**config.mk**
```make
export PLATFORM = sky130hd
export DESIGN_NAME = sys_ctrl_block
export DESIGN_NICKNAME = d
export VERILOG_FILES = /design/src/sys_ctrl_pkg.sv /design/src/pend_arb_if.sv /design/src/sys_ctrl_block.sv /design/src/pend_arbiter.sv
export VERILOG_INCLUDE_DIRS = /design/src
export SDC_FILE = /design/constraint.sdc
export NUM_CORES = 1
export LEC_CHECK = 0
export ABC_AREA = 0
export ABC_CLOCK_PERIOD_IN_PS = 3200
export BUFFER_PORTS_ARGS = -buffer_cell sky130_fd_sc_hd__buf_2
export CELL_PAD_IN_SITES_DETAIL_PLACEMENT = 1
export CELL_PAD_IN_SITES_GLOBAL_PLACEMENT = 1
export CORE_AREA = 2 2 105 107
export DETAILED_ROUTE_END_ITERATION = 8
export DIE_AREA = 0 0 107 109
export HOLD_SLACK_MARGIN = 0.03
export PLACE_DENSITY_LB_ADDON = 0.1
export SYNTH_ARGS = -nofsm -noshare
export SYNTH_HDL_FRONTEND = slang
export SYNTH_HIERARCHICAL = 1
export SYNTH_SLANG_ARGS = --single-unit
```
**constraint.sdc**
```tcl
create_clock -name clk_i -period 3.2 [get_ports clk_i]
set_input_delay 0.32 -clock clk_i [delete_from_list [all_inputs] [get_ports clk_i]]
set_output_delay 0.32 -clock clk_i [all_outputs]
set_load 0.02 [all_outputs]
```
**src/sys_ctrl_regs.svh**
```systemverilog
// Register offsets, field positions, reset values and keys of the system control block
`ifndef SYS_CTRL_REGS_SVH
`define SYS_CTRL_REGS_SVH

// ----------------------------------------------------------------------
// Register byte offsets
// ----------------------------------------------------------------------
`define OFS_INTERRUPT_CONTROL_STATE   6'h04
`define OFS_APPLICATION_RESET_CONTROL 6'h0C
`define OFS_LOW_POWER_CONTROL         6'h10
`define OFS_CORE_STATUS               6'h20
`define ADDR_W                        6

// ----------------------------------------------------------------------
// Interrupt control state fields
// ----------------------------------------------------------------------
`define ICS_DEFER_SET_BIT   28
`define ICS_DEFER_CLR_BIT   27
`define ICS_TICK_SET_BIT    26
`define ICS_TICK_CLR_BIT    25
`define ICS_ANY_PEND_BIT    22
`define ICS_TOP_PEND_LSB    12
`define EXC_NUM_W           6
`define EXC_IRQ_BASE        6'h10
`define EXC_DEFER_NUM       6'h0E
`define EXC_TICK_NUM        6'h0F
`define IRQ_LINES           32

// ----------------------------------------------------------------------
// Application reset control fields
// ----------------------------------------------------------------------
`define ARC_KEY_LSB         16
`define ARC_KEY_VALUE       16'h05FA
`define ARC_BYTE_ORDER_BIT  15
`define ARC_SYS_RESET_BIT   2
`define ARC_DEBUG_CLR_BIT   1

// ----------------------------------------------------------------------
// Low power control fields and reset value
// ----------------------------------------------------------------------
`define LPC_WAKE_ANY_BIT    4
`define LPC_DEEP_SLEEP_BIT  2
`define LPC_SLEEP_EXIT_BIT  1
`define LPC_WRITE_MASK      32'h0000_0016
`define LPC_RESET           32'h0000_0000

`endif

```
**src/sys_ctrl_pkg.sv**
```systemverilog
// Types shared by the system control block files
`default_nettype none
package sys_ctrl_pkg;
	typedef enum logic [2:0] {
		PWR_RUN   = 3'b001,
		PWR_SLEEP = 3'b010,
		PWR_WAIT  = 3'b100
	} pwr_state_t;
endpackage
`default_nettype wire

```
**src/pend_arb_if.sv**
```systemverilog
// Interface between the pending-exception arbiter and the register bank
`timescale 1ns/1ns
`default_nettype none
`include "sys_ctrl_regs.svh"
interface pend_arb_if;
	logic [`IRQ_LINES-1:0] irq_pend;
	logic [`IRQ_LINES-1:0] irq_en;
	logic                  defer_pend;
	logic                  tick_pend;
	logic [5:0]            top_num;
	logic                  any_irq;
	modport arb (input irq_pend, input irq_en, input defer_pend, input tick_pend,
		output top_num, output any_irq);
	modport bank (output irq_pend, output irq_en, output defer_pend, output tick_pend,
		input top_num, input any_irq);
endinterface
`default_nettype wire

```
**src/sys_ctrl_block.sv**
```systemverilog
// System control register bank with wake and sleep-on-exit control
//
// Decided for this implementation: the register addresses and the Wishbone interface to the registers.
`timescale 1ns/1ns
`default_nettype none
`include "sys_ctrl_regs.svh"
module sys_ctrl_block
	import sys_ctrl_pkg::*;
#(
	parameter logic BIG_ENDIAN = 1'b0
) (
	input  wire logic                  clk_i,
	input  wire logic                  rst_n_i,
	input  wire logic                  cyc_i,
	input  wire logic                  stb_i,
	input  wire logic                  we_i,
	input  wire logic [`ADDR_W-1:0]    adr_i,
	input  wire logic [3:0]            sel_i,
	input  wire logic [31:0]           dat_i,
	output logic      [31:0]           dat_o,
	output logic                       ack_o,
	input  wire logic [`IRQ_LINES-1:0] irq_pend_i,
	input  wire logic [`IRQ_LINES-1:0] irq_en_i,
	input  wire logic [5:0]            program_status_exception_field_i,
	input  wire logic                  handler_return_i,
	input  wire logic                  wait_for_event_instruction_i,
	input  wire logic                  wait_for_interrupt_i,
	input  wire logic                  send_event_instruction_i,
	output logic                       deferred_service_exception_o,
	output logic                       tick_exception_o,
	output logic                       system_reset_request_o,
	output logic                       core_sleeping_o,
	output logic                       deep_sleep_select_o
);

	// ------------------------------------------------------------------
	// Internal state
	// ------------------------------------------------------------------
	pend_arb_if arb_if ();
	logic        defer_pend_q;
	logic        tick_pend_q;
	logic        wake_any_q;
	logic        deep_sel_q;
	logic        sleep_exit_q;
	logic        event_latch_q;
	logic [31:0] prev_pend_q;
	logic [5:0]  active_q;
	logic [5:0]  top_q;
	logic        any_q;
	pwr_state_t  pwr_q;
	logic        wr_stb;
	logic        rd_stb;
	logic        key_ok;
	logic        new_pend;
	logic        wake_evt;
	logic        wake_int;
	logic [31:0] rd_d;

	// ------------------------------------------------------------------
	// Arbiter
	// ------------------------------------------------------------------
	assign arb_if.irq_pend   = irq_pend_i;
	assign arb_if.irq_en     = irq_en_i;
	assign arb_if.defer_pend = defer_pend_q;
	assign arb_if.tick_pend  = tick_pend_q;

	pend_arbiter u_arb (
		.p (arb_if.arb)
	);

	// ------------------------------------------------------------------
	// Bus decode
	// ------------------------------------------------------------------
	// Single-cycle ack; the strobe is masked during ack so each access acts once
	assign wr_stb = cyc_i & stb_i & we_i & ~ack_o;
	assign rd_stb = cyc_i & stb_i & ~we_i & ~ack_o;
	assign key_ok = (dat_i[31:`ARC_KEY_LSB] == `ARC_KEY_VALUE) & (&sel_i[3:2]);

	// Ack pulse for one cycle per request
	always_ff @(posedge clk_i or negedge rst_n_i) begin
		if (!rst_n_i)
			ack_o <= 1'b0;
		else
			ack_o <= cyc_i & stb_i & ~ack_o;
	end

	// ------------------------------------------------------------------
	// Pending state of the two system exceptions
	// ------------------------------------------------------------------
	// Set wins over clear should software break the one-bit-per-write habit
	always_ff @(posedge clk_i or negedge rst_n_i) begin
		if (!rst_n_i) begin
			defer_pend_q <= 1'b0;
			tick_pend_q  <= 1'b0;
		end else if (wr_stb && adr_i == `OFS_INTERRUPT_CONTROL_STATE && sel_i[3]) begin
			if (dat_i[`ICS_DEFER_SET_BIT])
				defer_pend_q <= 1'b1;
			else if (dat_i[`ICS_DEFER_CLR_BIT])
				defer_pend_q <= 1'b0;
			if (dat_i[`ICS_TICK_SET_BIT])
				tick_pend_q <= 1'b1;
			else if (dat_i[`ICS_TICK_CLR_BIT])
				tick_pend_q <= 1'b0;
		end
	end

	// ------------------------------------------------------------------
	// Low power control register
	// ------------------------------------------------------------------
	// Only bits 4, 2 and 1 are stored; the rest ignore writes
	always_ff @(posedge clk_i or negedge rst_n_i) begin
		if (!rst_n_i) begin
			wake_any_q   <= 1'b0;
			deep_sel_q   <= 1'b0;
			sleep_exit_q <= 1'b0;
		end else if (wr_stb && adr_i == `OFS_LOW_POWER_CONTROL && sel_i[0]) begin
			wake_any_q   <= dat_i[`LPC_WAKE_ANY_BIT];
			deep_sel_q   <= dat_i[`LPC_DEEP_SLEEP_BIT];
			sleep_exit_q <= dat_i[`LPC_SLEEP_EXIT_BIT];
		end
	end

	// ------------------------------------------------------------------
	// System reset request
	// ------------------------------------------------------------------
	// Held until the system reset takes this block down
	always_ff @(posedge clk_i or negedge rst_n_i) begin
		if (!rst_n_i)
			system_reset_request_o <= 1'b0;
		else if (wr_stb && adr_i == `OFS_APPLICATION_RESET_CONTROL && key_ok &&
			sel_i[0] && dat_i[`ARC_SYS_RESET_BIT])
			system_reset_request_o <= 1'b1;
	end

	// ------------------------------------------------------------------
	// Status snapshots
	// ------------------------------------------------------------------
	// Registered so the read path sees one consistent cycle
	always_ff @(posedge clk_i or negedge rst_n_i) begin
		if (!rst_n_i) begin
			active_q <= 6'h00;
			top_q    <= 6'h00;
			any_q    <= 1'b0;
		end else begin
			active_q <= program_status_exception_field_i;
			top_q    <= arb_if.top_num;
			any_q    <= arb_if.any_irq;
		end
	end

	// ------------------------------------------------------------------
	// Wake events
	// ------------------------------------------------------------------
	// Rising pending edges; disabled lines count only with wake-any set
	assign new_pend = |(irq_pend_i & ~prev_pend_q & (wake_any_q ? '1 : irq_en_i));
	assign wake_evt = new_pend | send_event_instruction_i;
	assign wake_int = |(irq_pend_i & irq_en_i) | defer_pend_q | tick_pend_q;

	always_ff @(posedge clk_i or negedge rst_n_i) begin
		if (!rst_n_i)
			prev_pend_q <= 32'h0000_0000;
		else
			prev_pend_q <= irq_pend_i;
	end

	// Event latch: set by an event while awake, consumed by the next wait
	always_ff @(posedge clk_i or negedge rst_n_i) begin
		if (!rst_n_i)
			event_latch_q <= 1'b0;
		else if (pwr_q == PWR_RUN && wake_evt)
			event_latch_q <= 1'b1;
		else if (pwr_q == PWR_RUN && wait_for_event_instruction_i)
			event_latch_q <= 1'b0;
	end

	// ------------------------------------------------------------------
	// Power state
	// ------------------------------------------------------------------
	always_ff @(posedge clk_i or negedge rst_n_i) begin
		if (!rst_n_i)
			pwr_q <= PWR_RUN;
		else begin
			unique case (pwr_q)
				PWR_RUN: begin
					if (wait_for_event_instruction_i && !event_latch_q && !wake_evt)
						pwr_q <= PWR_WAIT;
					else if (wait_for_interrupt_i)
						pwr_q <= PWR_SLEEP;
					else if (handler_return_i && sleep_exit_q)
						pwr_q <= PWR_SLEEP;
				end
				PWR_SLEEP: begin
					if (new_pend || wake_int)
						pwr_q <= PWR_RUN;
				end
				PWR_WAIT: begin
					if (wake_evt)
						pwr_q <= PWR_RUN;
				end
				default: pwr_q <= PWR_RUN;
			endcase
		end
	end

	// ------------------------------------------------------------------
	// Registered outputs
	// ------------------------------------------------------------------
	always_ff @(posedge clk_i or negedge rst_n_i) begin
		if (!rst_n_i) begin
			deferred_service_exception_o <= 1'b0;
			tick_exception_o             <= 1'b0;
			core_sleeping_o              <= 1'b0;
			deep_sleep_select_o          <= 1'b0;
		end else begin
			deferred_service_exception_o <= defer_pend_q;
			tick_exception_o             <= tick_pend_q;
			core_sleeping_o              <= (pwr_q != PWR_RUN);
			deep_sleep_select_o          <= deep_sel_q;
		end
	end

	// ------------------------------------------------------------------
	// Read mux
	// ------------------------------------------------------------------
	// Key field reads zero (unknown is allowed); bits 2 and 1 read zero
	always_comb begin
		rd_d = 32'h0000_0000;
		unique case (adr_i)
			`OFS_INTERRUPT_CONTROL_STATE: begin
				rd_d[`ICS_DEFER_SET_BIT] = defer_pend_q;
				rd_d[`ICS_TICK_SET_BIT]  = tick_pend_q;
				rd_d[`ICS_ANY_PEND_BIT]  = any_q;
				rd_d[`ICS_TOP_PEND_LSB +: `EXC_NUM_W] = top_q;
				rd_d[`EXC_NUM_W-1:0] = active_q;
			end
			`OFS_APPLICATION_RESET_CONTROL:
				rd_d[`ARC_BYTE_ORDER_BIT] = BIG_ENDIAN;
			`OFS_LOW_POWER_CONTROL: begin
				rd_d[`LPC_WAKE_ANY_BIT]   = wake_any_q;
				rd_d[`LPC_DEEP_SLEEP_BIT] = deep_sel_q;
				rd_d[`LPC_SLEEP_EXIT_BIT] = sleep_exit_q;
			end
			`OFS_CORE_STATUS:
				rd_d[2:0] = pwr_q;
			default: rd_d = 32'h0000_0000;
		endcase
	end

	// Read data latched with the ack
	always_ff @(posedge clk_i or negedge rst_n_i) begin
		if (!rst_n_i)
			dat_o <= 32'h0000_0000;
		else if (rd_stb)
			dat_o <= rd_d;
	end

	// ------------------------------------------------------------------
	// Checks
	// ------------------------------------------------------------------
	bad_key_ignored_a: assert property (@(posedge clk_i) disable iff (!rst_n_i)
		(wr_stb && adr_i == `OFS_APPLICATION_RESET_CONTROL && !key_ok && !system_reset_request_o)
		|=> !system_reset_request_o)
		else $error("unkeyed write changed reset request");

	reset_req_set_a: assert property (@(posedge clk_i) disable iff (!rst_n_i)
		(wr_stb && adr_i == `OFS_APPLICATION_RESET_CONTROL && key_ok && sel_i[0] &&
		dat_i[`ARC_SYS_RESET_BIT]) |=> system_reset_request_o)
		else $error("keyed reset request not raised");

	reset_reads_zero_a: assert property (@(posedge clk_i) disable iff (!rst_n_i)
		(rd_stb && adr_i == `OFS_APPLICATION_RESET_CONTROL) |=> (dat_o[2:1] == 2'b00))
		else $error("reset control low bits not zero");

	byte_order_a: assert property (@(posedge clk_i) disable iff (!rst_n_i)
		(rd_stb && adr_i == `OFS_APPLICATION_RESET_CONTROL) |=>
		(dat_o[`ARC_BYTE_ORDER_BIT] == BIG_ENDIAN))
		else $error("byte order bit wrong");

	active_follows_a: assert property (@(posedge clk_i) disable iff (!rst_n_i)
		##1 active_q == $past(program_status_exception_field_i))
		else $error("active field differs from status");

	any_pend_a: assert property (@(posedge clk_i) disable iff (!rst_n_i)
		(irq_pend_i != 32'h0000_0000) ##1 (irq_pend_i != 32'h0000_0000) |-> any_q)
		else $error("pending flag missing");

	top_zero_a: assert property (@(posedge clk_i) disable iff (!rst_n_i)
		((irq_pend_i & irq_en_i) == 32'h0 && !defer_pend_q && !tick_pend_q) |=> top_q == 6'h00)
		else $error("top pending not zero when idle");

	wait_wake_a: assert property (@(posedge clk_i) disable iff (!rst_n_i)
		(pwr_q == PWR_WAIT && send_event_instruction_i) |=> pwr_q == PWR_RUN)
		else $error("send event did not wake");

	exit_sleep_a: assert property (@(posedge clk_i) disable iff (!rst_n_i)
		(pwr_q == PWR_RUN && handler_return_i && sleep_exit_q && !wait_for_event_instruction_i)
		|=> pwr_q == PWR_SLEEP ##1 core_sleeping_o)
		else $error("sleep on exit missed");

	reserved_lpc_a: assert property (@(posedge clk_i) disable iff (!rst_n_i)
		(rd_stb && adr_i == `OFS_LOW_POWER_CONTROL) |=> (dat_o & ~`LPC_WRITE_MASK) == 32'h0)
		else $error("reserved low power bits set");

	no_pend_clear_a: assert property (@(posedge clk_i) disable iff (!rst_n_i)
		(irq_pend_i == 32'h0000_0000) |=> !any_q)
		else $error("pending flag set with nothing pending");

	top_tick_a: assert property (@(posedge clk_i) disable iff (!rst_n_i)
		(tick_pend_q && !defer_pend_q) |=> top_q == `EXC_TICK_NUM)
		else $error("tick exception not reported as top pending");

	// A latched event must turn the next wait into a no-op, not a stall
	latch_consumed_a: assert property (@(posedge clk_i) disable iff (!rst_n_i)
		(pwr_q == PWR_RUN && wait_for_event_instruction_i && event_latch_q && !wake_evt)
		|=> (!event_latch_q && pwr_q != PWR_WAIT))
		else $error("latched event not consumed by wait");

	wake_enabled_a: assert property (@(posedge clk_i) disable iff (!rst_n_i)
		(pwr_q == PWR_WAIT && (irq_pend_i & ~prev_pend_q & irq_en_i) != 32'h0000_0000)
		|=> pwr_q == PWR_RUN)
		else $error("enabled pending line did not wake");

	// Sticky so a slow system reset still sees the request
	reset_req_sticky_a: assert property (@(posedge clk_i) disable iff (!rst_n_i)
		system_reset_request_o |=> system_reset_request_o)
		else $error("reset request dropped before reset");

endmodule
`default_nettype wire

```
**src/pend_arbiter.sv**
```systemverilog
// Picks the highest-priority pending enabled exception number
`timescale 1ns/1ns
`default_nettype none
`include "sys_ctrl_regs.svh"
module pend_arbiter
	import sys_ctrl_pkg::*;
(
	pend_arb_if.arb p
);
	logic [`IRQ_LINES-1:0] live;
	logic [`IRQ_LINES:0]   found;
	logic [5:0]            pick [`IRQ_LINES:0];

	// Enabled and pending lines
	assign live = p.irq_pend & p.irq_en;
	assign found[`IRQ_LINES] = 1'b0;
	assign pick[`IRQ_LINES] = 6'h00;

	// Lowest line wins; line index plus base gives the exception number
	// Counting up keeps the genvar non-negative; the chain order lies in the indices
	genvar g;
	generate
		for (g = 0; g < `IRQ_LINES; g = g + 1) begin : g_pri
			assign found[g] = live[g] | found[g+1];
			assign pick[g]  = live[g] ? 6'(`EXC_IRQ_BASE + g) : pick[g+1];
		end
	endgenerate

	// System exceptions outrank external lines here at equal priority
	always_comb begin
		if (p.tick_pend)
			p.top_num = (p.defer_pend) ? `EXC_DEFER_NUM : `EXC_TICK_NUM;
		else if (p.defer_pend)
			p.top_num = `EXC_DEFER_NUM;
		else
			p.top_num = found[0] ? pick[0] : 6'h00;
	end

	// Any pending line counts, enabled or not
	assign p.any_irq = |p.irq_pend;
endmodule
`default_nettype wire

```
==> metrics.cfg <==
[outcome]
outcome = completed

[synth]
syn_area_mm2 = 0.003891
synthSimpleGateAreaFrac = 0.2473
async_reset_ff_frac = 1.000
synth_compound_area_frac = 0.1984
synth_top_flop_cell = dfrtp_1
synth-edff-count = 0
synth_top_family_by_area = simple AND/OR/NAND/NOR gates
synth_area_leader_cell = dfrtp_1
synth_xor_area_frac = 0
synth-seq-cells = 75
yosysUniqueCellTypes = 56
syn_area_per_cell_um2 = 9.728
yosysTopAreaCellShare = 0.4759
yosysMostFrequentCell = dfrtp_1
seq_area_frac_synth = 0.4826
synth_cells = 400
ys_warn_count = 6
muxShareOfSynthArea = 0.008682
synth_fa_ha_area_frac = 0
synthTopCellsByCount = dfrtp_1, nand2_1, nor2_1, inv_1, a22oi_1
synth.area.top_cells = dfrtp_1, nand2_1, a22oi_1

[setup_path]
critPathLaunchType = flip-flop
cp.arrival_ns = 2.29
r2r_start = wake_any_q$_DFFE_PN0P_
r2r-end = pwr_q[1]$_DFFE_PN0P_
critical_path_class = flip-flop to flip-flop
critPathRequiredTime_ns = 3.44
ff2ff_path_depth = 6
rrSetupSlack_ns = 1.15
crit_path_end_kind = flip-flop
cp_max_fo = 5

[die]
initial_core_util = 0.3670
floorplan.die_area_mm2 = 0.01166
die_h_um = 109
core.rowCount = 38
die_w_um = 107
core-area_mm2 = 0.01060
io_pins = 159

[power_and_ir_drop]
leakagePower_nw = 2.315
powerDensity_mw_per_mm2 = 427.1
peakVddDrop_mv = 0.3020

[job]
maxCapViolations = 0

[routing]
drt_iter0_markers = 229
vias = 3868
ant_nets = 0
vias_per_cell = 5.697
wl_mm = 13.81
firstDrtPassIters = 6
drc = 0
wl_per_cell_um = 20.34

[clock_tree]
clockBufferDepth = 2
cts-htree-levels = 3
postCtsSetupBuffers = 0
cts_hold_buf = 1
path_clk_slew_ns = 0.08
root_buffer = clkbuf_8
cts_buffers = 9
clk_latency_ns = 0.37
clock_sinks = 75
cts_tree = built
cts_resized = 0

[hold_path]
worstHoldStart = program_status_exception_field_i[3]
hold_end = active_q[3]$_DFF_PN0_
hold_depth = 1
hold_path_class = primary input to flip-flop

[grt]
antenna_found_initial = 0
grt_pass1_wl_mm = 21.22
grt-ovfl-total = 0
track_usage = 0.2439
grt_pass1_vias = 3938
grt_max_degree = 76

[sta]
period_share = 0.6407
rsz0062_at_grt = no
slew_headroom = 0.5355
setup_viol = 0
max_freq_mhz = 487.7
drv_slew = 0
fin_crit_ns = 2.050
fin_setup_tns_ns = 0
worst_pin_slew_ns = 0.6903
timing_hold_violations_final = 0
skew_ns = 0.006484

[final_layout]
drive_gt1_frac = 0.2876
diodes = 0
syn_to_final_growth_pct = 23.96
final_core_util = 0.4549
num-nets-final = 657
n_fill_cell = 1285

[place]
hpwl_mm = 10.61
port_buffers = 127
place_congestion = 0.9436

## power breakdown
group	switching (mW)	internal, mW
clock	0.337	0.314
combinational	0.248	0.143
sequential	0.0232	0.995
## worst max path at each step
stage / startpoint / end / slack [ns] / cells past startpoint
2_1_floorplan: wake_any_q$_DFFE_PN0P_ / pwr_q[1]$_DFFE_PN0P_ / 1.49 / 8
3_3_place_gp: irq_pend_i[10] / pwr_q[1]$_DFFE_PN0P_ / 1.14 / 7
3_5_place_dp: irq_pend_i[10] / pwr_q[1]$_DFFE_PN0P_ / 1.12 / 7
4_1_cts: wake_any_q$_DFFE_PN0P_ / pwr_q[1]$_DFFE_PN0P_ / 1.16 / 6
5_1_grt: wake_any_q$_DFFE_PN0P_ / pwr_q[1]$_DFFE_PN0P_ / 1.09 / 7
6_report: wake_any_q$_DFFE_PN0P_ / pwr_q[1]$_DFFE_PN0P_ / 1.15 / 6
## metal layers
metal	vias up	part of all wire	wire length [µm]	track usage
met5	-	0	0	0
met4	0	0.030	413	0.1224
met3	27	0.071	984	0.04603
met2	192	0.48	6591	0.4040
met1	1888	0.42	5826	0.3063
li1	1761	-	-	-
## final cells by class
class                   count  area, µm²  share of cell area
clock inverters             2      12.51            0.002594
inverters                  22      82.58             0.01712
repair buffers            132      688.2              0.1427
multi-input cells         296       1832              0.3798
flip-flops and latches     75       1878              0.3894
clock buffers              12      155.1             0.03217
well taps                 140      175.2             0.03632
## kinds of logic after synthesis
logic type      count (synthesis)
compound gates                 99
mux                             3
flops                          75
simple gates                  177
buf+inv                        45
other cells                     1
## cell usage in the layout, fill, tap and decap left out, types with 3 or more instances in the layout
cell	n
a22o_1	12
dfrtp_1	74
nor3_1	6
a22oi_1	21
nor3b_1	8
nand3_1	19
nand4_1	11
a21oi_1	8
nor4_1	14
o22ai_1	6
nor2_1	32
o2111ai_1	4
a31oi_1	5
nand2b_1	8
a32o_1	3
o32ai_1	4
o21ai_0	8
mux2_2	3
a221oi_1	6
buf_2	127
clkbuf_8	11
a222oi_1	5
buf_4	3
nand3b_1	15
conb_1	17
nand2_1	44
inv_1	22
## sequential cells by signal, summed over array words and instances (netlist names), 3 cells and up
signal / flops
active_q: 6
prev_pend_q: 32
top_q: 6
dat_o: 15
pwr_q: 3
## through the flow
stage | hold slack, ns | total power [mW] | cells | setup slack [ns] | cell area (µm²)
6_report | 0.05832 | 2.060 | 679 | 1.150 | 4823
5_1_grt | 0.04059 | 2.163 | 679 | 1.087 | 4823
4_1_cts | 0.03866 | 2.081 | 679 | 1.163 | 4823
3_5_place_dp | 0.3858 | 1.423 | 664 | 1.116 | 4646
3_3_place_gp | 0.3858 | 1.413 | 664 | 1.138 | 4646
2_1_floorplan | 0.02441 | 1.221 | 416 | 1.493 | 3951
## critical path, cell delays in order (launching register included)
cell,delay [ns]
dfrtp_1,0.47
nor2_1,0.14
nor3b_1,0.06
nor4_1,0.62
nand4_2,0.26
o31ai_1,0.29
o21ai_1,0.09
(Power assumes the default switching activity.)
